$ cat src/design/assc_pkg.sv
// constants, field positions and types of the serial channel
// Functional notes
// - async mode transmits and receives at once, up to 625 KBaud.
// - sync mode is half duplex, transmit or receive, up to 2.5 Mbaud.
// - own programmable baud generator sets any standard rate.
// - separate transmit, receive and error interrupt requests.
// - async frame is start bit, 8 or 9 data bits, one or two stops.
// - wake-up mode adds ninth bit marking address characters.
// - sync mode moves bytes against a shift clock made here.
// - least significant bit is always shifted first.
// - loopback routes transmitted data back to the receiver.
// - parity generated on transmit, checked on receive, error flagged.
// - missing stop bit flags a framing error when enabled.
// - unread buffer at next completed reception flags overrun when enabled.
package assc_pkg;
  localparam int unsigned CLK_HZ = 100_000_000;
  localparam int unsigned ASYNC_MAX_BAUD = 625_000;
  localparam int unsigned SYNC_MAX_BAUD = 2_500_000;
  localparam int unsigned OVS = 16;
  // smallest useful divisor, in clock cycles per tick
  localparam int unsigned ASYNC_MIN_DIV = CLK_HZ / (OVS * ASYNC_MAX_BAUD);
  localparam int unsigned SYNC_MIN_DIV = CLK_HZ / (2 * SYNC_MAX_BAUD);
  // word addresses
  localparam logic [2:0] ADR_CTRL = 3'h0;
  localparam logic [2:0] ADR_BAUD = 3'h1;
  localparam logic [2:0] ADR_TXD = 3'h2;
  localparam logic [2:0] ADR_RXD = 3'h3;
  localparam logic [2:0] ADR_STAT = 3'h4;
  localparam logic [2:0] ADR_MASK = 3'h5;
  localparam logic [2:0] ADR_STATE = 3'h6;
  // control fields
  localparam int CB_STOP2 = 2;
  localparam int CB_PAR = 3;
  localparam int CB_ODD = 4;
  localparam int CB_FEN = 5;
  localparam int CB_OEN = 6;
  localparam int CB_LOOP = 7;
  localparam int CB_REN = 8;
  localparam int CB_ADDR = 9;
  // status fields
  localparam int ST_TX = 0;
  localparam int ST_RX = 1;
  localparam int ST_PE = 2;
  localparam int ST_FE = 3;
  localparam int ST_OE = 4;
  // reset values, then oversampling mid and last counts
  localparam logic [9:0] CTRL_RST = 10'h000;
  localparam logic [15:0] BAUD_RST = 16'h0035;
  localparam logic [4:0] MASK_RST = 5'h00;
  localparam logic [3:0] OS_MID = 4'h7;
  localparam logic [3:0] OS_LAST = 4'hf;
  typedef enum logic [1:0] {
    M_ASYNC8 = 2'h0,
    M_ASYNC9 = 2'h1,
    M_WAKE = 2'h2,
    M_SYNC = 2'h3
  } assc_mode_t;
  typedef enum logic [1:0] {
    TX_IDLE = 2'b01,
    TX_BUSY = 2'b10
  } assc_tx_t;
  typedef enum logic [3:0] {
    RX_IDLE = 4'b0001,
    RX_START = 4'b0010,
    RX_BITS = 4'b0100,
    RX_DONE = 4'b1000
  } assc_rx_t;
endpackage : assc_pkg

$ cat src/design/assc_top.sv
// serial channel: avalon slave, baud generator, async/sync transmitter and receiver
//
// The implementer's own choices: the placing of the registers and the Avalon-MM interface to the registers.
`timescale 1ns/1ps
module assc_top #(
  parameter int BAUD_W = 16
) (
  // clock and reset
  input wire logic i_clk,
  input wire logic i_resetn,
  // avalon-mm slave
  input wire logic [2:0] i_address,
  input wire logic i_read,
  input wire logic i_write,
  input wire logic [31:0] i_writedata,
  output logic [31:0] o_readdata,
  output logic o_waitrequest,
  // serial pins
  input wire logic i_rxd,
  output logic o_txd,
  output logic o_rxd_o,
  output logic o_rxd_oe,
  // interrupts
  output logic o_irq,
  output logic o_tx_irq,
  output logic o_rx_irq,
  output logic o_err_irq
);
  // bus, registers and baud generator
  logic wait_q, req, wr_acc, rd_acc;
  logic [31:0] rdata_q, rd_mux;
  logic [9:0] ctrl_q;
  logic [BAUD_W-1:0] baud_q, bg_cnt_q;
  logic [4:0] mask_q, stat_q;
  logic tick_q, sync_m, nine, par_en, sclk_q;
  assc_pkg::assc_mode_t mode;
  logic s1_q, s2_q, s3_q, rxf_q, rx_in;
  // transmitter
  assc_pkg::assc_tx_t tx_st_q;
  logic [12:0] tx_sr_q, tx_frame;
  logic [3:0] tx_len, tx_left_q, tx_os_q;
  logic txd_q, tx_done_q, tx_start;
  logic [8:0] wd;
  // receiver
  assc_pkg::assc_rx_t rx_st_q;
  logic [11:0] rx_sr_q;
  logic [3:0] rx_idx_q, rx_os_q, rx_last;
  logic [8:0] rx_data, rxbuf_q;
  logic rx_parbit, rx_stop, rx_drop, rx_full_q, rx_done_q;
  logic pe_q, fe_q, oe_q, ren_clr_q, rx_busy, rx_prev_q;

  assign req = i_read | i_write;
  assign wr_acc = i_write & ~wait_q;
  assign rd_acc = i_read & ~wait_q;
  assign mode = assc_pkg::assc_mode_t'(ctrl_q[1:0]);
  assign sync_m = (mode == assc_pkg::M_SYNC);
  assign nine = (mode == assc_pkg::M_ASYNC9) || (mode == assc_pkg::M_WAKE);
  assign par_en = ctrl_q[assc_pkg::CB_PAR] & ~sync_m;
  assign rx_busy = (rx_st_q != assc_pkg::RX_IDLE);
  assign wd = i_writedata[8:0];
  // sync mode is half duplex: no transmit while receiving
  assign tx_start = wr_acc && (i_address == assc_pkg::ADR_TXD) && (tx_st_q == assc_pkg::TX_IDLE)
                    && !(sync_m && rx_busy);

  // one wait cycle, then the access completes
  always_ff @(posedge i_clk) begin
    if (!i_resetn) begin
      wait_q <= 1'b1;
    end else begin
      wait_q <= ~(req & wait_q);
    end
  end

  always_comb begin
    rd_mux = 32'h0000_0000;
    case (i_address)
      assc_pkg::ADR_CTRL: rd_mux[9:0] = ctrl_q;
      assc_pkg::ADR_BAUD: rd_mux[BAUD_W-1:0] = baud_q;
      assc_pkg::ADR_RXD: rd_mux[8:0] = rxbuf_q;
      assc_pkg::ADR_STAT: rd_mux[4:0] = stat_q;
      assc_pkg::ADR_MASK: rd_mux[4:0] = mask_q;
      assc_pkg::ADR_STATE: rd_mux[2:0] = {rx_full_q, rx_busy, tx_st_q == assc_pkg::TX_BUSY};
      default: rd_mux = 32'h0000_0000;
    endcase
  end

  always_ff @(posedge i_clk) begin
    if (!i_resetn) begin
      rdata_q <= 32'h0000_0000;
    end else if (i_read & wait_q) begin
      rdata_q <= rd_mux;
    end
  end

  always_ff @(posedge i_clk) begin
    if (!i_resetn) begin
      ctrl_q <= assc_pkg::CTRL_RST;
      baud_q <= BAUD_W'(assc_pkg::BAUD_RST);
      mask_q <= assc_pkg::MASK_RST;
    end else if (wr_acc) begin
      if (i_address == assc_pkg::ADR_CTRL) ctrl_q <= i_writedata[9:0];
      if (i_address == assc_pkg::ADR_BAUD) baud_q <= i_writedata[BAUD_W-1:0];
      if (i_address == assc_pkg::ADR_MASK) mask_q <= i_writedata[4:0];
    end else if (ren_clr_q) begin
      ctrl_q[assc_pkg::CB_REN] <= 1'b0;
    end
  end

  // reloadable down counter; tick on reaching zero
  always_ff @(posedge i_clk) begin
    if (!i_resetn) begin
      bg_cnt_q <= '0;
      tick_q <= 1'b0;
    end else begin
      tick_q <= (bg_cnt_q == '0);
      bg_cnt_q <= (bg_cnt_q == '0) ? baud_q : bg_cnt_q - 1'b1;
    end
  end

  // status: hardware set wins over a write-one clear
  always_ff @(posedge i_clk) begin
    if (!i_resetn) begin
      stat_q <= 5'h00;
    end else begin
      stat_q <= (stat_q & ~((wr_acc && i_address == assc_pkg::ADR_STAT) ? i_writedata[4:0] : 5'h00))
                | {oe_q, fe_q, pe_q, rx_done_q, tx_done_q};
    end
  end

  always_ff @(posedge i_clk) begin
    if (!i_resetn) begin
      o_tx_irq <= 1'b0;
      o_rx_irq <= 1'b0;
      o_err_irq <= 1'b0;
      o_irq <= 1'b0;
    end else begin
      o_tx_irq <= stat_q[assc_pkg::ST_TX] & mask_q[assc_pkg::ST_TX];
      o_rx_irq <= stat_q[assc_pkg::ST_RX] & mask_q[assc_pkg::ST_RX];
      o_err_irq <= |(stat_q[4:2] & mask_q[4:2]);
      o_irq <= |(stat_q & mask_q);
    end
  end

  // pin synchroniser: a level counts once stages two and three agree
  always_ff @(posedge i_clk) begin
    if (!i_resetn) begin
      s1_q <= 1'b1;
      s2_q <= 1'b1;
      s3_q <= 1'b1;
      rxf_q <= 1'b1;
    end else begin
      s1_q <= i_rxd;
      s2_q <= s1_q;
      s3_q <= s2_q;
      if (s2_q == s3_q) rxf_q <= s3_q;
    end
  end

  assign rx_in = ctrl_q[assc_pkg::CB_LOOP] ? txd_q : rxf_q;

  // shift clock idles high; data moves on falling edges, sampled on rising
  always_ff @(posedge i_clk) begin
    if (!i_resetn) begin
      sclk_q <= 1'b1;
    end else if (sync_m && tick_q && (tx_st_q == assc_pkg::TX_BUSY || rx_st_q == assc_pkg::RX_BITS)) begin
      sclk_q <= ~sclk_q;
    end else if (!sync_m) begin
      sclk_q <= 1'b1;
    end
  end

  always_comb begin
    tx_frame = 13'h1fff;
    if (sync_m) begin
      tx_frame[7:0] = wd[7:0];
      tx_len = 4'd8;
    end else begin
      tx_frame[0] = 1'b0;
      tx_frame[8:1] = wd[7:0];
      if (nine) tx_frame[9] = wd[8];
      if (par_en) tx_frame[nine ? 10 : 9] = ^(nine ? wd : {1'b0, wd[7:0]}) ^ ctrl_q[assc_pkg::CB_ODD];
      tx_len = 4'd10 + {3'b000, nine} + {3'b000, par_en} + {3'b000, ctrl_q[assc_pkg::CB_STOP2]};
    end
  end

  always_ff @(posedge i_clk) begin
    if (!i_resetn) begin
      tx_st_q <= assc_pkg::TX_IDLE;
      tx_sr_q <= 13'h1fff;
      tx_left_q <= 4'h0;
      tx_os_q <= 4'h0;
      txd_q <= 1'b1;
      tx_done_q <= 1'b0;
    end else begin
      tx_done_q <= 1'b0;
      case (tx_st_q)
        assc_pkg::TX_IDLE: begin
          txd_q <= 1'b1;
          if (tx_start) begin
            tx_st_q <= assc_pkg::TX_BUSY;
            tx_sr_q <= tx_frame;
            tx_left_q <= tx_len;
            tx_os_q <= 4'h0;
            txd_q <= tx_frame[0];
          end
        end
        assc_pkg::TX_BUSY: begin
          if (tick_q && !sync_m) begin
            tx_os_q <= tx_os_q + 4'h1;
            if (tx_os_q == assc_pkg::OS_LAST) begin
              if (tx_left_q == 4'h1) begin
                tx_st_q <= assc_pkg::TX_IDLE;
                txd_q <= 1'b1;
                tx_done_q <= 1'b1;
              end else begin
                tx_sr_q <= {1'b1, tx_sr_q[12:1]};
                txd_q <= tx_sr_q[1];
                tx_left_q <= tx_left_q - 4'h1;
              end
            end
          end else if (tick_q) begin
            if (!sclk_q) begin
              tx_os_q[0] <= 1'b1;
              tx_left_q <= tx_left_q - 4'h1;
              if (tx_left_q == 4'h1) begin
                tx_st_q <= assc_pkg::TX_IDLE;
                tx_done_q <= 1'b1;
              end
            end else if (tx_os_q[0]) begin
              tx_sr_q <= {1'b1, tx_sr_q[12:1]};
              txd_q <= tx_sr_q[1];
            end
          end
        end
        default: tx_st_q <= assc_pkg::TX_IDLE;
      endcase
    end
  end

  // receive frame decode
  assign rx_last = sync_m ? 4'd7 : 4'd8 + {3'b000, nine} + {3'b000, par_en};
  assign rx_data = (nine && !sync_m) ? rx_sr_q[8:0] : {1'b0, rx_sr_q[7:0]};
  assign rx_parbit = nine ? rx_sr_q[9] : rx_sr_q[8];
  assign rx_stop = rx_sr_q[rx_last];
  assign rx_drop = (mode == assc_pkg::M_WAKE) && ctrl_q[assc_pkg::CB_ADDR] && !rx_data[8];

  always_ff @(posedge i_clk) begin
    if (!i_resetn) begin
      rx_st_q <= assc_pkg::RX_IDLE;
      rx_sr_q <= 12'h000;
      rx_idx_q <= 4'h0;
      rx_os_q <= 4'h0;
      rxbuf_q <= 9'h000;
      rx_done_q <= 1'b0;
      pe_q <= 1'b0;
      fe_q <= 1'b0;
      oe_q <= 1'b0;
      ren_clr_q <= 1'b0;
      rx_prev_q <= 1'b1;
    end else begin
      rx_prev_q <= rx_in;
      rx_done_q <= 1'b0;
      pe_q <= 1'b0;
      fe_q <= 1'b0;
      oe_q <= 1'b0;
      ren_clr_q <= 1'b0;
      case (rx_st_q)
        assc_pkg::RX_IDLE: begin
          rx_os_q <= 4'h0;
          rx_idx_q <= 4'h0;
          // start is a falling edge, so a low stop bit cannot restart the receiver
          if (ctrl_q[assc_pkg::CB_REN] && !sync_m && !rx_in && rx_prev_q) rx_st_q <= assc_pkg::RX_START;
          // enable clear lands one cycle late; no second byte meanwhile
          if (ctrl_q[assc_pkg::CB_REN] && sync_m && tx_st_q == assc_pkg::TX_IDLE && !tx_start && !ren_clr_q) begin
            rx_st_q <= assc_pkg::RX_BITS;
          end
        end
        assc_pkg::RX_START: begin
          if (tick_q) begin
            rx_os_q <= rx_os_q + 4'h1;
            if (rx_os_q == assc_pkg::OS_MID) begin
              rx_os_q <= 4'h0;
              rx_st_q <= rx_in ? assc_pkg::RX_IDLE : assc_pkg::RX_BITS; // glitch rejected
            end
          end
        end
        assc_pkg::RX_BITS: begin
          if (tick_q && (sync_m ? !sclk_q : rx_os_q == assc_pkg::OS_LAST)) begin
            rx_sr_q[rx_idx_q] <= rx_in;
            rx_idx_q <= rx_idx_q + 4'h1;
            if (rx_idx_q == rx_last) rx_st_q <= assc_pkg::RX_DONE;
          end
          if (tick_q) rx_os_q <= rx_os_q + 4'h1;
        end
        assc_pkg::RX_DONE: begin
          rx_st_q <= assc_pkg::RX_IDLE;
          ren_clr_q <= sync_m;
          if (!rx_drop) begin
            rxbuf_q <= rx_data;
            rx_done_q <= 1'b1;
            pe_q <= par_en && (rx_parbit != (^rx_data ^ ctrl_q[assc_pkg::CB_ODD]));
            fe_q <= !sync_m && ctrl_q[assc_pkg::CB_FEN] && !rx_stop;
            oe_q <= ctrl_q[assc_pkg::CB_OEN] && rx_full_q && !(rd_acc && i_address == assc_pkg::ADR_RXD);
          end
        end
        default: rx_st_q <= assc_pkg::RX_IDLE;
      endcase
    end
  end

  // buffer full: new character wins over a simultaneous read
  always_ff @(posedge i_clk) begin
    if (!i_resetn) begin
      rx_full_q <= 1'b0;
    end else if (rx_done_q) begin
      rx_full_q <= 1'b1;
    end else if (rd_acc && i_address == assc_pkg::ADR_RXD) begin
      rx_full_q <= 1'b0;
    end
  end

  // pins stay quiet in loopback
  always_ff @(posedge i_clk) begin
    if (!i_resetn) begin
      o_txd <= 1'b1;
      o_rxd_o <= 1'b1;
      o_rxd_oe <= 1'b0;
    end else begin
      o_txd <= ctrl_q[assc_pkg::CB_LOOP] | (sync_m ? sclk_q : txd_q);
      o_rxd_o <= txd_q;
      // enable held past the last rising shift clock so the far side still sees the data
      o_rxd_oe <= sync_m && (tx_st_q == assc_pkg::TX_BUSY || tx_done_q) && !ctrl_q[assc_pkg::CB_LOOP];
    end
  end

  assign o_readdata = rdata_q;
  assign o_waitrequest = wait_q;
endmodule : assc_top

$ cat config.mk
export PLATFORM = sky130hd
export DESIGN_NAME = assc_top
export DESIGN_NICKNAME = d
export VERILOG_FILES = /design/src/design/assc_pkg.sv /design/src/design/assc_top.sv
export SDC_FILE = /design/constraint.sdc
export NUM_CORES = 1
export LEC_CHECK = 0
export BUFFER_PORTS_ARGS = -buffer_cell sky130_fd_sc_hd__buf_2
export CORE_MARGIN = 10
export CORE_UTILIZATION = 55
export CTS_CLUSTER_SIZE = 12
export DETAILED_ROUTE_END_ITERATION = 10
export PLACE_DENSITY = 0.75
export SYNTH_ARGS = -nofsm -noshare
export SYNTH_HDL_FRONTEND = slang
export SYNTH_SLANG_ARGS = --single-unit
$ cat constraint.sdc
create_clock -name i_clk -period 2.46 [get_ports i_clk]
set_input_delay 0.492 -clock i_clk [delete_from_list [all_inputs] [get_ports i_clk]]
set_output_delay 0.492 -clock i_clk [all_outputs]
set_load 0.005 [all_outputs]
# --- Word-level counts from Yosys, hierarchy flattened ---
# Index checks and enable logic that the tools add are counted.
# W data, S select, Z words.
totals:
  reg_bits: 147
  input_bits: 40
  out_inout_bits: 40
  word_cells: 280
op_classes:
  n_addsub: 10
  n_lt_le_gt_ge: 5
  n_eq_ne: 39
  muxes: 92
  bitwise_logic: 23
  reduce_logical: 71
op_table:
  columns: ["cell", "count"]
  rows:
  - ["$mux W13", 8]
  - ["$mux W4", 19]
  - ["$pmux W4 S3", 3]
  - ["$mux W1", 31]
  - ["$logic_and A1 B1 Y1", 29]
  - ["$mux W9", 3]
  - ["$pmux W13 S2", 1]
  - ["$pmux W4 S2", 3]
  - ["$pmux W3 S6", 1]
  - ["$reduce_and A2 Y1", 9]
  - ["$reduce_xor A9 Y1", 2]
  - ["$logic_not A16 Y1", 1]
  - ["$mux W16", 1]
  - ["$sub A16 B1 Y16 const B", 1]
  - ["$lt A4 B5 Y1 const B", 3]
  - ["$ne A3 B2 Y1 const B", 5]
  - ["$mux W2", 7]
  - ["$bwmux W13", 1]
  - ["$add A4 B1 Y4", 3]
  - ["$add A4 B1 Y4 const B", 3]
  - ["$bwmux W12", 1]
  - ["$eq A4 B4 Y1 const B", 3]
  - ["$and A5 B5 Y5", 2]
  - ["$logic_not A1 Y1", 10]
  - ["other kinds (45)", 90]

# --- Logic depth before layout (Yosys ltp) ---
# Gate-level depths: netlist of run 1.
logic_depth:
  word_depth: 12
  mapped_depth: 10
  ltp_nobuf: 7

# --- Worst setup path before layout of run 1 ---
# Ideal clock, no wire load.
synth_timing:
  path_kind: "input-to-reg"
  start: "input port i_address[0]"
  end: "register tx_sr_q[9]"
  setup_ns: 0.141
  t_arrival_ns: 1.962
  required_ns: 2.319
  path_slack_ns: 0.357
  cell_stages: 8
  n_path_buf: 3
  cell_sequence: "buf_2 and4bb_2 o211ai_2 a2111o_1 buf_2 buf_6 nand2_1 o211ai_1"
synth_between:
  elab_chain_len: 6
synth_lines:
  columns: ["item", "line", "source"]
  rows:
  - ["start, declared", "assc_top.sv:12", "input wire logic [2:0] i_address,"]
  - ["$eq A3 B2 Y1", "assc_top.sv:62", "assign tx_start = wr_acc && (i_address == assc_pkg::ADR_TXD) && (tx_st_q == assc_pkg::TX_IDLE)"]
  - ["$logic_and A1 B1 Y1 (2 in series)", "assc_top.sv:62", null]
  - ["$logic_and A1 B1 Y1", "assc_top.sv:63", "&& !(sync_m && rx_busy);"]
  - ["$ne A2 B2 Y1 (no line)", null, null]
  - ["$reduce_and A7 Y1 (no line)", null, null]
  - ["end signal, assigned", "assc_top.sv:201", "tx_sr_q <= tx_frame;"]
  - ["end signal, assigned", "assc_top.sv:216", "tx_sr_q <= {1'b1, tx_sr_q[12:1]};"]
  - ["end signal, assigned", "assc_top.sv:230", "tx_sr_q <= {1'b1, tx_sr_q[12:1]};"]
  - ["end, declared", "assc_top.sv:40", "logic [12:0] tx_sr_q, tx_frame;"]
# Every way passes these cells.
# A chain may end at the register's enable or synchronous reset.

# --- Final worst setup path of run 1 ---
layout_timing:
  start: "register ctrl_q[0]"
  end: "register tx_left_q[0]"
layout_between:
  elab_chain_len: 8
  elab_cells_between_ends: 24
  cone_classes: "add/sub (3); eq/ne (8); mux (4); bitwise (2); reduce/logical (7)"
layout_lines:
  columns: ["item", "line", "source"]
  rows:
  - ["start, declared", "assc_top.sv:32", "logic [9:0] ctrl_q;"]
  - ["start signal, assigned", "assc_top.sv:97", "ctrl_q <= assc_pkg::CTRL_RST;"]
  - ["start signal, assigned", "assc_top.sv:101", "if (i_address == assc_pkg::ADR_CTRL) ctrl_q <= i_writedata[9:0];"]
  - ["$eq A2 B2 Y1 (*)", "assc_top.sv:56", "assign sync_m = (mode == assc_pkg::M_SYNC);"]
  - ["via sync_m", "assc_top.sv:35", "logic tick_q, sync_m, nine, par_en, sclk_q;"]
  - ["$not A1 Y1", "assc_top.sv:58", "assign par_en = ctrl_q[assc_pkg::CB_PAR] & ~sync_m;"]
  - ["$and A1 B1 Y1", "assc_top.sv:58", null]
  - ["$add A4 B1 Y4 (2 in series)", "assc_top.sv:182", "tx_len = 4'd10 + {3'b000, nine} + {3'b000, par_en} + {3'b000, ctrl_q[assc_pkg::CB_STOP2]};"]
  - ["$mux W4", "assc_top.sv:174", "if (sync_m) begin"]
  - ["$mux W4", "assc_top.sv:199", "if (tx_start) begin"]
  - ["$pmux W4 S2", "assc_top.sv:196", "case (tx_st_q)"]
  - ["end signal, assigned", "assc_top.sv:202", "tx_left_q <= tx_len;"]
  - ["end signal, assigned", "assc_top.sv:218", "tx_left_q <= tx_left_q - 4'h1;"]
  - ["end signal, assigned", "assc_top.sv:224", "tx_left_q <= tx_left_q - 4'h1;"]
  - ["end, declared", "assc_top.sv:41", "logic [3:0] tx_len, tx_left_q, tx_os_q;"]
# Mark *: on every way through the listed nets, which the timed path passes. The rest lies on a longest branch. The select of a mux whose other input is x is not followed.

==> results of run 1 <==
==> cell families after synthesis <==
logic type                 after synthesis  share of synthesized area
other                                    1                  0.0005285
xor gates and xnor gates                38                    0.04884
muxes                                   46                    0.07283
and+or+nand+nor                        307                     0.2155
AOI/OAI and AO/OA                      167                     0.1689
adders and majority gates               16                    0.02927
buffers and inverters                   82                    0.05784
DFF                                    144                     0.4063
==> placed cells by master, fill, tap and decap left out, types with 5 or more instances in the layout <==
| cell type | n |
|---|---|
| nand2b_1 | 12 |
| a21oi_1 | 64 |
| nand2_1 | 76 |
| o211ai_1 | 14 |
| nor2_1 | 111 |
| ha_1 | 14 |
| and3_1 | 9 |
| or3_1 | 5 |
| nand3_1 | 30 |
| a211oi_2 | 11 |
| a311oi_1 | 7 |
| o21ai_0 | 15 |
| a22oi_1 | 14 |
| conb_1 | 16 |
| buf_2 | 47 |
| inv_1 | 16 |
| xnor2_1 | 24 |
| mux2_2 | 5 |
| nor4_1 | 5 |
| nor3_1 | 14 |
| nor2b_1 | 12 |
| xor2_1 | 13 |
| buf_4 | 30 |
| clkbuf_16 | 17 |
| mux2i_1 | 37 |
| dfxtp_1 | 144 |
==> power breakdown <==
group          internal (mW)  switching (mW)
Combinational          0.793           0.981
Clock                   1.44            1.00
Sequential              2.56           0.208
==> per-layer routing <==
layer,share of wire,track usage,up-vias
met3,0.055,0.04436,27
met5,0,0,-
met4,0.019,0.07799,0
met2,0.49,0.3367,176
met1,0.44,0.2477,2887
li1,-,-,2890
==> layout make-up <==
type                    instances  area (um2)  share of cell area
clock buffers                  20       456.7             0.05652
clock inverters                12       107.6             0.01332
inverters                      17       63.81            0.007897
multi-input cells             590        3874              0.4794
flip-flops and latches        144        2883              0.3568
well taps                     172       215.2             0.02663
repair buffers                 78       480.5             0.05946
==> sequential cells by signal, indices dropped and copies added (netlist names), 2 cells and up <==
register and flops:
o_readdata 16, baud_q 16, mask_q 5, rxbuf_q 9, tx_left_q 4, tx_st_q 2, rx_sr_q 12, stat_q 5
rx_st_q 4, ctrl_q 10, bg_cnt_q 16, tx_os_q 4, rx_os_q 4, rx_idx_q 4, tx_sr_q 10
==> stage by stage <==
stage / hold WS [ns] / worst slack, ns / utilization / instances
floorplan: 0.3863 / 0.3565 / - / 816
global placement: 0.3924 / 0.2461 / 0.5954 / 1001
detailed placement: 0.3956 / 0.2070 / 0.5954 / 1001
CTS: 0.2432 / 0.1531 / 0.6401 / 1033
global route: 0.2431 / 0.09268 / 0.6403 / 1033
finish: 0.2484 / 0.2401 / 0.6403 / 1033
==> worst register-to-register path, cell delays in order (launching register included) <==
cell and delay [ns]:
dfxtp_1 0.41, ha_2 0.33, buf_4 0.18, nand2b_1 0.27, fa_1 0.49, o21ai_0 0.19, a21oi_1 0.10, nor3_1 0.17
==> worst min path at each step <==
stage	slack [ns]	cells after the start	start	end
2_1_floorplan	0.39	1	s1_q	s2_q
3_3_place_gp	0.39	1	s1_q	s2_q
3_5_place_dp	0.40	1	s1_q	s2_q
4_1_cts	0.24	2	i_rxd	s1_q
5_1_grt	0.24	2	i_rxd	s1_q
6_report	0.25	2	i_rxd	s1_q
==> results.sh, run 1 <==
export IMPL_rr_worst_depth=7
export IMPL_worstPathArrival_ns=2.57
export IMPL_synth_area_leaders="dfxtp_1, nor2_1, mux2i_1, a21oi_1, nand2_1"
export IMPL_slowest_stage="fa_1"
export IMPL_routedWlPerCell_um=17.41
export IMPL_slew_limit_headroom=0.5346
export IMPL_synth_cells=801
export IMPL_startpoint_type="flip-flop"
export IMPL_required_ns=2.81
export IMPL_setup_tns_final_ns=0
export IMPL_startpoint="ctrl_q[0]"
export IMPL_cts_hold_fix_buffers=0
export IMPL_antenna_cells=0
export IMPL_placement_io_buffers=47
export IMPL_fin_crit_sh=0.9024
export IMPL_yosysTopAreaCell="dfxtp_1"
export IMPL_worst_pin_slew_ns=0.6917
export IMPL_async_reset_ff_frac=0
export IMPL_tritoncts="built"
export IMPL_core_mm2=0.01262
export IMPL_via_per_inst=5.789
export IMPL_maxSlewViolCount=0
export IMPL_path_cells="ha_2 > buf_4 > nand2b_1 > fa_1 > o21ai_0 > a21oi_1 > nor3_1"
export IMPL_numCtsBuffers=17
export IMPL_hold_viol_final=0
export IMPL_worst_path_buf_inv=1
export IMPL_ys_flop_type="dfxtp_1"
export IMPL_r2r_slack_ns=0.24
export IMPL_hold_path_class="primary input to flip-flop"
export IMPL_num_vias=5980
export IMPL_vdd_drop_max_uv=450.6
export IMPL_antenna_found_initial=0
export IMPL_timing_rr_end="tx_left_q[0]"
export IMPL_clockRootBuffer="clkbuf_16"
export IMPL_synth_edf_count=0
export IMPL_drt_iter0_drc=549
export IMPL_drc=0
export IMPL_die_h_um=133.6
export IMPL_synth_seq_cells=144
export IMPL_numClockSinks=144
export IMPL_min_period_ns=2.220
export IMPL_syn_area_per_cell_um2=8.858
export IMPL_io_pins=80
export IMPL_clock_fmax_mhz=450.5
export IMPL_die_w_um=133.6
export IMPL_synth_common_cells="dfxtp_1, nor2_1, nand2_1"
export IMPL_rsz0062_at_grt="no"
export IMPL_start_util=0.5623
export IMPL_synth_distinct_cells=85
export IMPL_finalWeightedCongestion=0.9075
export IMPL_critical_path_top_delay_family="adder cells"
export IMPL_yosysMostFrequentCell="dfxtp_1"
export IMPL_hpwl_um=12990
export IMPL_fp_row_count=41
export IMPL_area_growth_pct=13.88
export IMPL_grt_overflow_total=0
export IMPL_netlist_area_leader_share=0.4063
export IMPL_status="finished clean"
export IMPL_yosysSeqAreaShare=0.4063
export IMPL_mappedNetlistArea_mm2=0.007096
export IMPL_clockBufferDepth=2
export IMPL_routed_wl_um=17980
export IMPL_grt_util_all_layers=0.2019
export IMPL_crit_cells=7
export IMPL_critical_path_class="flip-flop to flip-flop"
export IMPL_ant_nets=0
export IMPL_htree_levels=4
export IMPL_cts_clk_slew_worst_paths_ns=0.06
export IMPL_fin_area_mm2=0.008080
export IMPL_p_per_area_mw_per_mm2=865.2
export IMPL_cts_repair_resized=0
export IMPL_dieArea_mm2=0.01784
export IMPL_cpPeakStageDelay_ns=0.49
export IMPL_synth_warnings=0
export IMPL_grt_pass1_vias=5772
export IMPL_endpoint="tx_left_q[0]"
export IMPL_setup_viol=0
export IMPL_power_mw=6.991
export IMPL_clock_latency_ns=0.42
export IMPL_place_area_mm2=0.007513
export IMPL_cp_max_fo=9
export IMPL_grt_max_degree=89
export IMPL_post_cts_setup_buffers=0
export IMPL_p_leak_nw=3.200
export IMPL_fill_cells=1092
export IMPL_grt_pass1_wl_um=29530
export IMPL_maxCapViolations=0
export IMPL_setup_worst_path_end_class="flip-flop"
export IMPL_layout_nets=904
export IMPL_r2r_start="ctrl_q[0]"
export IMPL_fin_skew_ns=0.007792
export IMPL_firstDrtPassIters=5
export IMPL_drive_gt1_frac=0.1777
Power figures use the tool's default switching activity.
==> run 2: changes to the inputs <==
--- a/config.mk
+++ b/config.mk
@@ -5,12 +5,15 @@
 export SDC_FILE = /design/constraint.sdc
 export NUM_CORES = 1
 export LEC_CHECK = 0
+export ABC_AREA = 1
 export BUFFER_PORTS_ARGS = -buffer_cell sky130_fd_sc_hd__buf_2
 export CORE_MARGIN = 10
 export CORE_UTILIZATION = 55
 export CTS_CLUSTER_SIZE = 12
 export DETAILED_ROUTE_END_ITERATION = 10
+export MAX_ROUTING_LAYER = met4
 export PLACE_DENSITY = 0.75
+export SLEW_MARGIN = 20
 export SYNTH_ARGS = -nofsm -noshare
 export SYNTH_HDL_FRONTEND = slang
 export SYNTH_SLANG_ARGS = --single-unit
==> run 2 against run 1 <==
Effect of this change: critical endpoint is now rx_st_q[2]; area after synthesis decreased by 1.0%; largest cell class unchanged; highest routed layer unchanged; core utilization decreased by 0.69 points; wire length decreased by 2.5%; critical path type unchanged; global-route usage increased by 0.25 points; largest power group unchanged.
==> results.sh, run 2 <==
export IMPL_status="finished clean"
export IMPL_numClockSinks=144
export IMPL_finalWeightedCongestion=0.9249
export IMPL_io_pins=80
export IMPL_die_w_um=133.0
export IMPL_netlist_area_leader_share=0.4105
export IMPL_mappedNetlistArea_mm2=0.007022
export IMPL_worst_path_buf_inv=2
export IMPL_synth_cells=957
export IMPL_synth_seq_cells=144
export IMPL_dp_slack_ns=0.3506
export IMPL_yosysSeqAreaShare=0.4105
export IMPL_fill_cells=1109
export IMPL_layout_commonest_cell="nand2_1"
export IMPL_grt_util_all_layers=0.2044
export IMPL_hpwl_um=12710
export IMPL_yosysMostFrequentCell="nand2_1"
export IMPL_busiest_layer="met2"
export IMPL_cts_hold_fix_buffers=0
export IMPL_start_util=0.5587
export IMPL_p_leak_nw=3.411
export IMPL_slowest_stage="dfxtp_1"
export IMPL_p_per_area_mw_per_mm2=876.9
export IMPL_setup_tns_final_ns=0
export IMPL_placement_io_buffers=47
export IMPL_grt_pass1_wl_um=29030
export IMPL_fin_crit_sh=0.8637
export IMPL_rsz0062_at_grt="no"
export IMPL_use_met1=0.2538
export IMPL_use_met3=0.04921
export IMPL_numCtsBuffers=17
export IMPL_clockBufferDepth=2
export IMPL_hold_path_class="primary input to flip-flop"
export IMPL_synth_warnings=0
export IMPL_synth_common_cells="nand2_1, dfxtp_1, inv_1"
export IMPL_grt_max_degree=77
export IMPL_min_period_ns=2.125
export IMPL_clock_fmax_mhz=470.6
export IMPL_finalWorstSetupSlack_ns=0.3352
export IMPL_layout_nets=1059
export IMPL_final_cell_mix="nand2_1, dfxtp_1, inv_1, o21ai_0, a21oi_1"
export IMPL_drive_gt1_frac=0.1319
export IMPL_maxSlewViolCount=0
export IMPL_cpMostUsedCell="nand2_1"
export IMPL_fin_skew_ns=0.006826
export IMPL_cts_repair_resized=0
export IMPL_critical_path_class="flip-flop to flip-flop"
export IMPL_clockRootBuffer="clkbuf_16"
export IMPL_setup_viol=0
export IMPL_antenna_found_initial=0
export IMPL_ys_flop_type="dfxtp_1"
export IMPL_firstDrtPassIters=5
export IMPL_setup_worst_path_end_class="flip-flop"
export IMPL_drt_iter0_drc=465
export IMPL_required_ns=2.82
export IMPL_num_vias=6314
export IMPL_core_mm2=0.01257
export IMPL_grt_overflow_total=0
export IMPL_path_cells="inv_1 > ha_1 > inv_1 > nand3_1 > nand2_1 > nand2_1 > nand2_1 > nand3_1 > nand2_1 > nand3_2 > nand2_1 > nand2_1 > nor2_1"
export IMPL_yosysTopAreaCell="dfxtp_1"
export IMPL_dieArea_mm2=0.01769
export IMPL_clock_latency_ns=0.43
export IMPL_cpPeakStageDelay_ns=0.43
export IMPL_worst_pin_slew_ns=0.5946
export IMPL_async_reset_ff_frac=0
export IMPL_hold_viol_final=0
export IMPL_grt_pass1_vias=5836
export IMPL_die_h_um=133.0
export IMPL_post_cts_setup_buffers=0
export IMPL_synth_area_leaders="dfxtp_1, nand2_1, o21ai_0, inv_1, a21oi_1"
export IMPL_met2_usage=0.3235
export IMPL_antenna_cells=0
export IMPL_area_growth_pct=13.36
export IMPL_slew_limit_headroom=0.6031
export IMPL_vdd_drop_max_uv=767.4
export IMPL_fp_row_count=41
export IMPL_synth_edf_count=0
export IMPL_syn_area_per_cell_um2=7.337
export IMPL_critical_path_top_delay_family="simple AND/OR/NAND/NOR gates"
export IMPL_startpoint_type="flip-flop"
export IMPL_maxCapViolations=0
export IMPL_worstPathArrival_ns=2.48
export IMPL_synth_distinct_cells=49
export IMPL_cts_clk_slew_worst_paths_ns=0.06
export IMPL_routed_wl_um=17540
export IMPL_cp_max_fo=6
export IMPL_power_mw=6.980
export IMPL_ant_nets=0
export IMPL_htree_levels=4
export IMPL_via_per_inst=5.315
export IMPL_hold_slack_ns=0.2568
export IMPL_tritoncts="built"
export IMPL_routedWlPerCell_um=14.76
export IMPL_drc=0
==> run 2: changes by cell type after synthesis, sizes merged, moves of 12 or more <==
| cell | previous run | this run |
|---|---|---|
| a31oi | 2 | 15 |
| nor2b | 12 | 0 |
| nand2b | 12 | 0 |
| clkbuf | 35 | 18 |
| inv | 16 | 115 |
| a22oi | 14 | 0 |
| nand3 | 30 | 42 |
| nor3 | 15 | 28 |
| a211oi | 15 | 3 |
| nor2 | 111 | 77 |
| nand2 | 76 | 206 |
| o21ai | 15 | 93 |
| mux2i | 37 | 0 |
==> run 2: worst reg2reg max path, cell delays in order (launching register included) <==
cell     delay [ns]
dfxtp_1        0.43
inv_1          0.07
ha_1           0.41
inv_1          0.24
nand3_1        0.15
nand2_1        0.13
nand2_1        0.06
nand2_1        0.06
nand3_1        0.07
nand2_1        0.11
nand3_2        0.12
nand2_1        0.08
nand2_1        0.04
nor2_1         0.10
==> run 2: logic make-up after synthesis <==
logic type / after synthesis / share of synthesized area
compound gates: 232 / 0.1942
fa+ha+maj: 16 / 0.02958
simple gates: 377 / 0.2352
flops: 144 / 0.4105
xor+xnor: 24 / 0.02994
buf+inv: 163 / 0.09996
other cells: 1 / 0.0005341
==> run 2: area by class of cell <==
type | instances | area, um2 | share of cell area
tap | 172 | 215.2 | 0.02704
multi-input combinational | 665 | 3493 | 0.4389
timing repair buffer | 58 | 330.3 | 0.04150
clock buffer | 22 | 464.2 | 0.05832
sequential | 144 | 2883 | 0.3621
inverter | 117 | 439.2 | 0.05517
clock inverter | 10 | 135.1 | 0.01698
==> run 2: final timing paths <==
check,cells past startpoint,slack [ns],to,startpoint
min reg2reg,1,0.42,s2_q,s1_q
min,2,0.26,s1_q,i_rxd
max,13,0.34,rx_st_q[2],ctrl_q[0]
max reg2reg,13,0.34,rx_st_q[2],ctrl_q[0]
==> run 2: power by group <==
part / leakage (nW) / switching, mW / internal [mW]
combinational: 1.95 / 1.06 / 0.594
sequential: 1.17 / 0.142 / 2.56
clock: 0.294 / 0.982 / 1.64
==> run 2: per-layer routing <==
metal / routed length [um] / vias up
met5: 0 / -
met1: 8038 / 2879
met2: 8305 / 178
met4: 208 / 0
met3: 985 / 15
li1: - / 3242
==> run 2: metrics by stage <==
step / std cells / area, um2 / util
after global routing: 1188 / 7960 / 0.6334
after floorplan: 972 / 7078 / -
after CTS: 1188 / 7960 / 0.6334
final: 1188 / 7960 / 0.6334
after global placement: 1156 / 7361 / 0.5857
after detailed placement: 1156 / 7361 / 0.5857
==> run 3: changes to the inputs <==
--- a/config.mk
+++ b/config.mk
@@ -13,6 +13,7 @@
 export DETAILED_ROUTE_END_ITERATION = 10
 export MAX_ROUTING_LAYER = met4
 export PLACE_DENSITY = 0.75
+export RECOVER_POWER = 50
 export SLEW_MARGIN = 20
 export SYNTH_ARGS = -nofsm -noshare
 export SYNTH_HDL_FRONTEND = slang
==> run 3 against run 2 <==
Effect of this change: non-clock buffer count did not move; critical path depth fell by 3; largest power group unchanged; final cell count did not move; register-to-register slack got worse by 0.03 ns; critical path type is now primary input to flip-flop; wire length fell by 0.19%; combinational power barely moved; core utilization fell by 0.34 points; clock skew barely moved; first-iteration DRC count rose by 13%; total power fell by 0.39%.
==> results.sh, run 3 (same netlist as run 2, synthesis figures left out) <==
export IMPL_cts_clk_slew_worst_paths_ns=0.06
export IMPL_cpPeakStageDelay_ns=0.65
export IMPL_clock_fmax_mhz=461.6
export IMPL_hold_path_class="primary input to flip-flop"
export IMPL_start_util=0.5587
export IMPL_grt_pass1_wl_um=29030
export IMPL_hold_viol_final=0
export IMPL_via_per_inst=5.292
export IMPL_routed_top_layer="met4"
export IMPL_grt_pass1_vias=5836
export IMPL_placement_io_buffers=47
export IMPL_cts_repair_resized=0
export IMPL_clockBufferDepth=2
export IMPL_p_sw_mw=2.166
export IMPL_maxCapViolations=0
export IMPL_setup_worst_path_end_class="flip-flop"
export IMPL_antenna_found_initial=0
export IMPL_num_vias=6287
export IMPL_post_cts_setup_buffers=0
export IMPL_status="finished clean"
export IMPL_cts_hold_fix_buffers=0
export IMPL_grt_max_degree=77
export IMPL_rsz0062_at_grt="no"
export IMPL_fin_crit_sh=0.8806
export IMPL_layout_commonest_cell="nand2_1"
export IMPL_worst_pin_slew_ns=1.186
export IMPL_numClockSinks=144
export IMPL_dr_wl_met2_um=8304
export IMPL_hpwl_um=12710
export IMPL_met1Wirelength_um=7936
export IMPL_routed_wl_um=17510
export IMPL_vdd_drop_max_uv=767.2
export IMPL_place_area_mm2=0.007361
export IMPL_final_cell_mix="nand2_1, dfxtp_1, inv_1, o21ai_0, a21oi_1"
export IMPL_layout_nets=1059
export IMPL_dieArea_mm2=0.01769
export IMPL_area_growth_pct=12.76
export IMPL_drive_gt1_frac=0.1053
export IMPL_worstPathArrival_ns=2.47
export IMPL_io_pins=80
export IMPL_clock_power_share=0.377
export IMPL_path_cells="buf_2 > inv_1 > nor2_1 > nand2_2 > buf_4 > nor2_2 > clkbuf_1 > inv_1 > o21ai_0 > a21oi_1"
export IMPL_clockRootBuffer="clkbuf_16"
export IMPL_setup_viol=0
export IMPL_drt_iter0_drc=524
export IMPL_die_w_um=133.0
export IMPL_core_mm2=0.01257
export IMPL_p_int_mw=4.786
export IMPL_fp_row_count=41
export IMPL_p_comb_frac=0.234
export IMPL_clock_latency_ns=0.43
export IMPL_cp_max_fo=23
export IMPL_antenna_cells=0
export IMPL_min_period_ns=2.166
export IMPL_startpoint_type="primary input"
export IMPL_ant_nets=0
export IMPL_slowest_stage="clkbuf_1"
export IMPL_placed_cells=1156
export IMPL_finalWeightedCongestion=0.9249
export IMPL_routedWlPerCell_um=14.73
export IMPL_numCtsBuffers=17
export IMPL_seq_power_share=0.388
export IMPL_instances_no_fill=1188
export IMPL_grt_overflow_total=0
export IMPL_drc=0
export IMPL_htree_levels=4
export IMPL_maxSlewViolCount=0
export IMPL_fin_area_mm2=0.007918
export IMPL_tritoncts="built"
export IMPL_critical_path_class="primary input to flip-flop"
export IMPL_firstDrtPassIters=5
export IMPL_swShare=0.3116
export IMPL_grt_util_all_layers=0.2044
export IMPL_slew_limit_headroom=0.2093
export IMPL_p_per_area_mw_per_mm2=878.1
export IMPL_required_ns=2.77
export IMPL_die_h_um=133.0
export IMPL_setup_tns_final_ns=0
export IMPL_fin_skew_ns=0.006719
export IMPL_p_leak_nw=3.340
export IMPL_power_mw=6.953
export IMPL_fin_util=0.6300
export IMPL_fill_cells=1125
export IMPL_cpMostUsedCell="inv_1"
export IMPL_wl_met3_um=1062
run 3: per-layer routing:
layer / global-route usage / vias to the layer above
met4: 0.05929 / 0
li1: - / 3243
met3: 0.04921 / 16
met5: - / -
met1: 0.2538 / 2853
met2: 0.3235 / 175
run 3: path summary, 6_finish.rpt:
check | start | to | slack, ns | cells past startpoint
worst max-delay path | i_address[0] | baud_q[9] | 0.29 | 10
worst min register to register | s1_q | s2_q | 0.42 | 1
worst max register to register | o_waitrequest | baud_q[9] | 0.31 | 7
worst min-delay path | i_rxd | s1_q | 0.26 | 2
run 3: power groups by stage:
stage	clock network, mW	registers, mW	logic, mW
after floorplan	0	2.72	1.35
after global placement	0	2.74	1.60
after detailed placement	0	2.74	1.64
after CTS	2.66	2.70	1.65
after global routing	2.74	2.73	1.86
final	2.62	2.70	1.63
run 3: layout make-up:
type | instances | area (um2) | area share
Sequential cell | 144 | 2883 | 0.3641
Clock inverter | 10 | 135.1 | 0.01707
Multi-Input combinational cell | 665 | 3481 | 0.4396
Timing Repair Buffer | 58 | 300.3 | 0.03793
Tap cell | 172 | 215.2 | 0.02718
Inverter | 117 | 439.2 | 0.05547
Clock buffer | 22 | 464.2 | 0.05863
run 3: through the flow:
stage          hold slack, ns  worst slack [ns]
2_1_floorplan          0.3925            0.6579
3_5_place_dp           0.4061            0.3506
3_3_place_gp           0.4031            0.4073
4_1_cts                0.2486            0.3385
6_report               0.2555            0.2938
5_1_grt                0.2607           0.07556
run 3: worst max-delay path: cells and delay by family:
| kind | cells | cell delay (ns) |
|---|---|---|
| buffers and inverters | 5 | 1.37 |
| AND/OR/NAND/NOR | 3 | 0.30 |
| AO/OA/AOI/OAI | 2 | 0.29 |
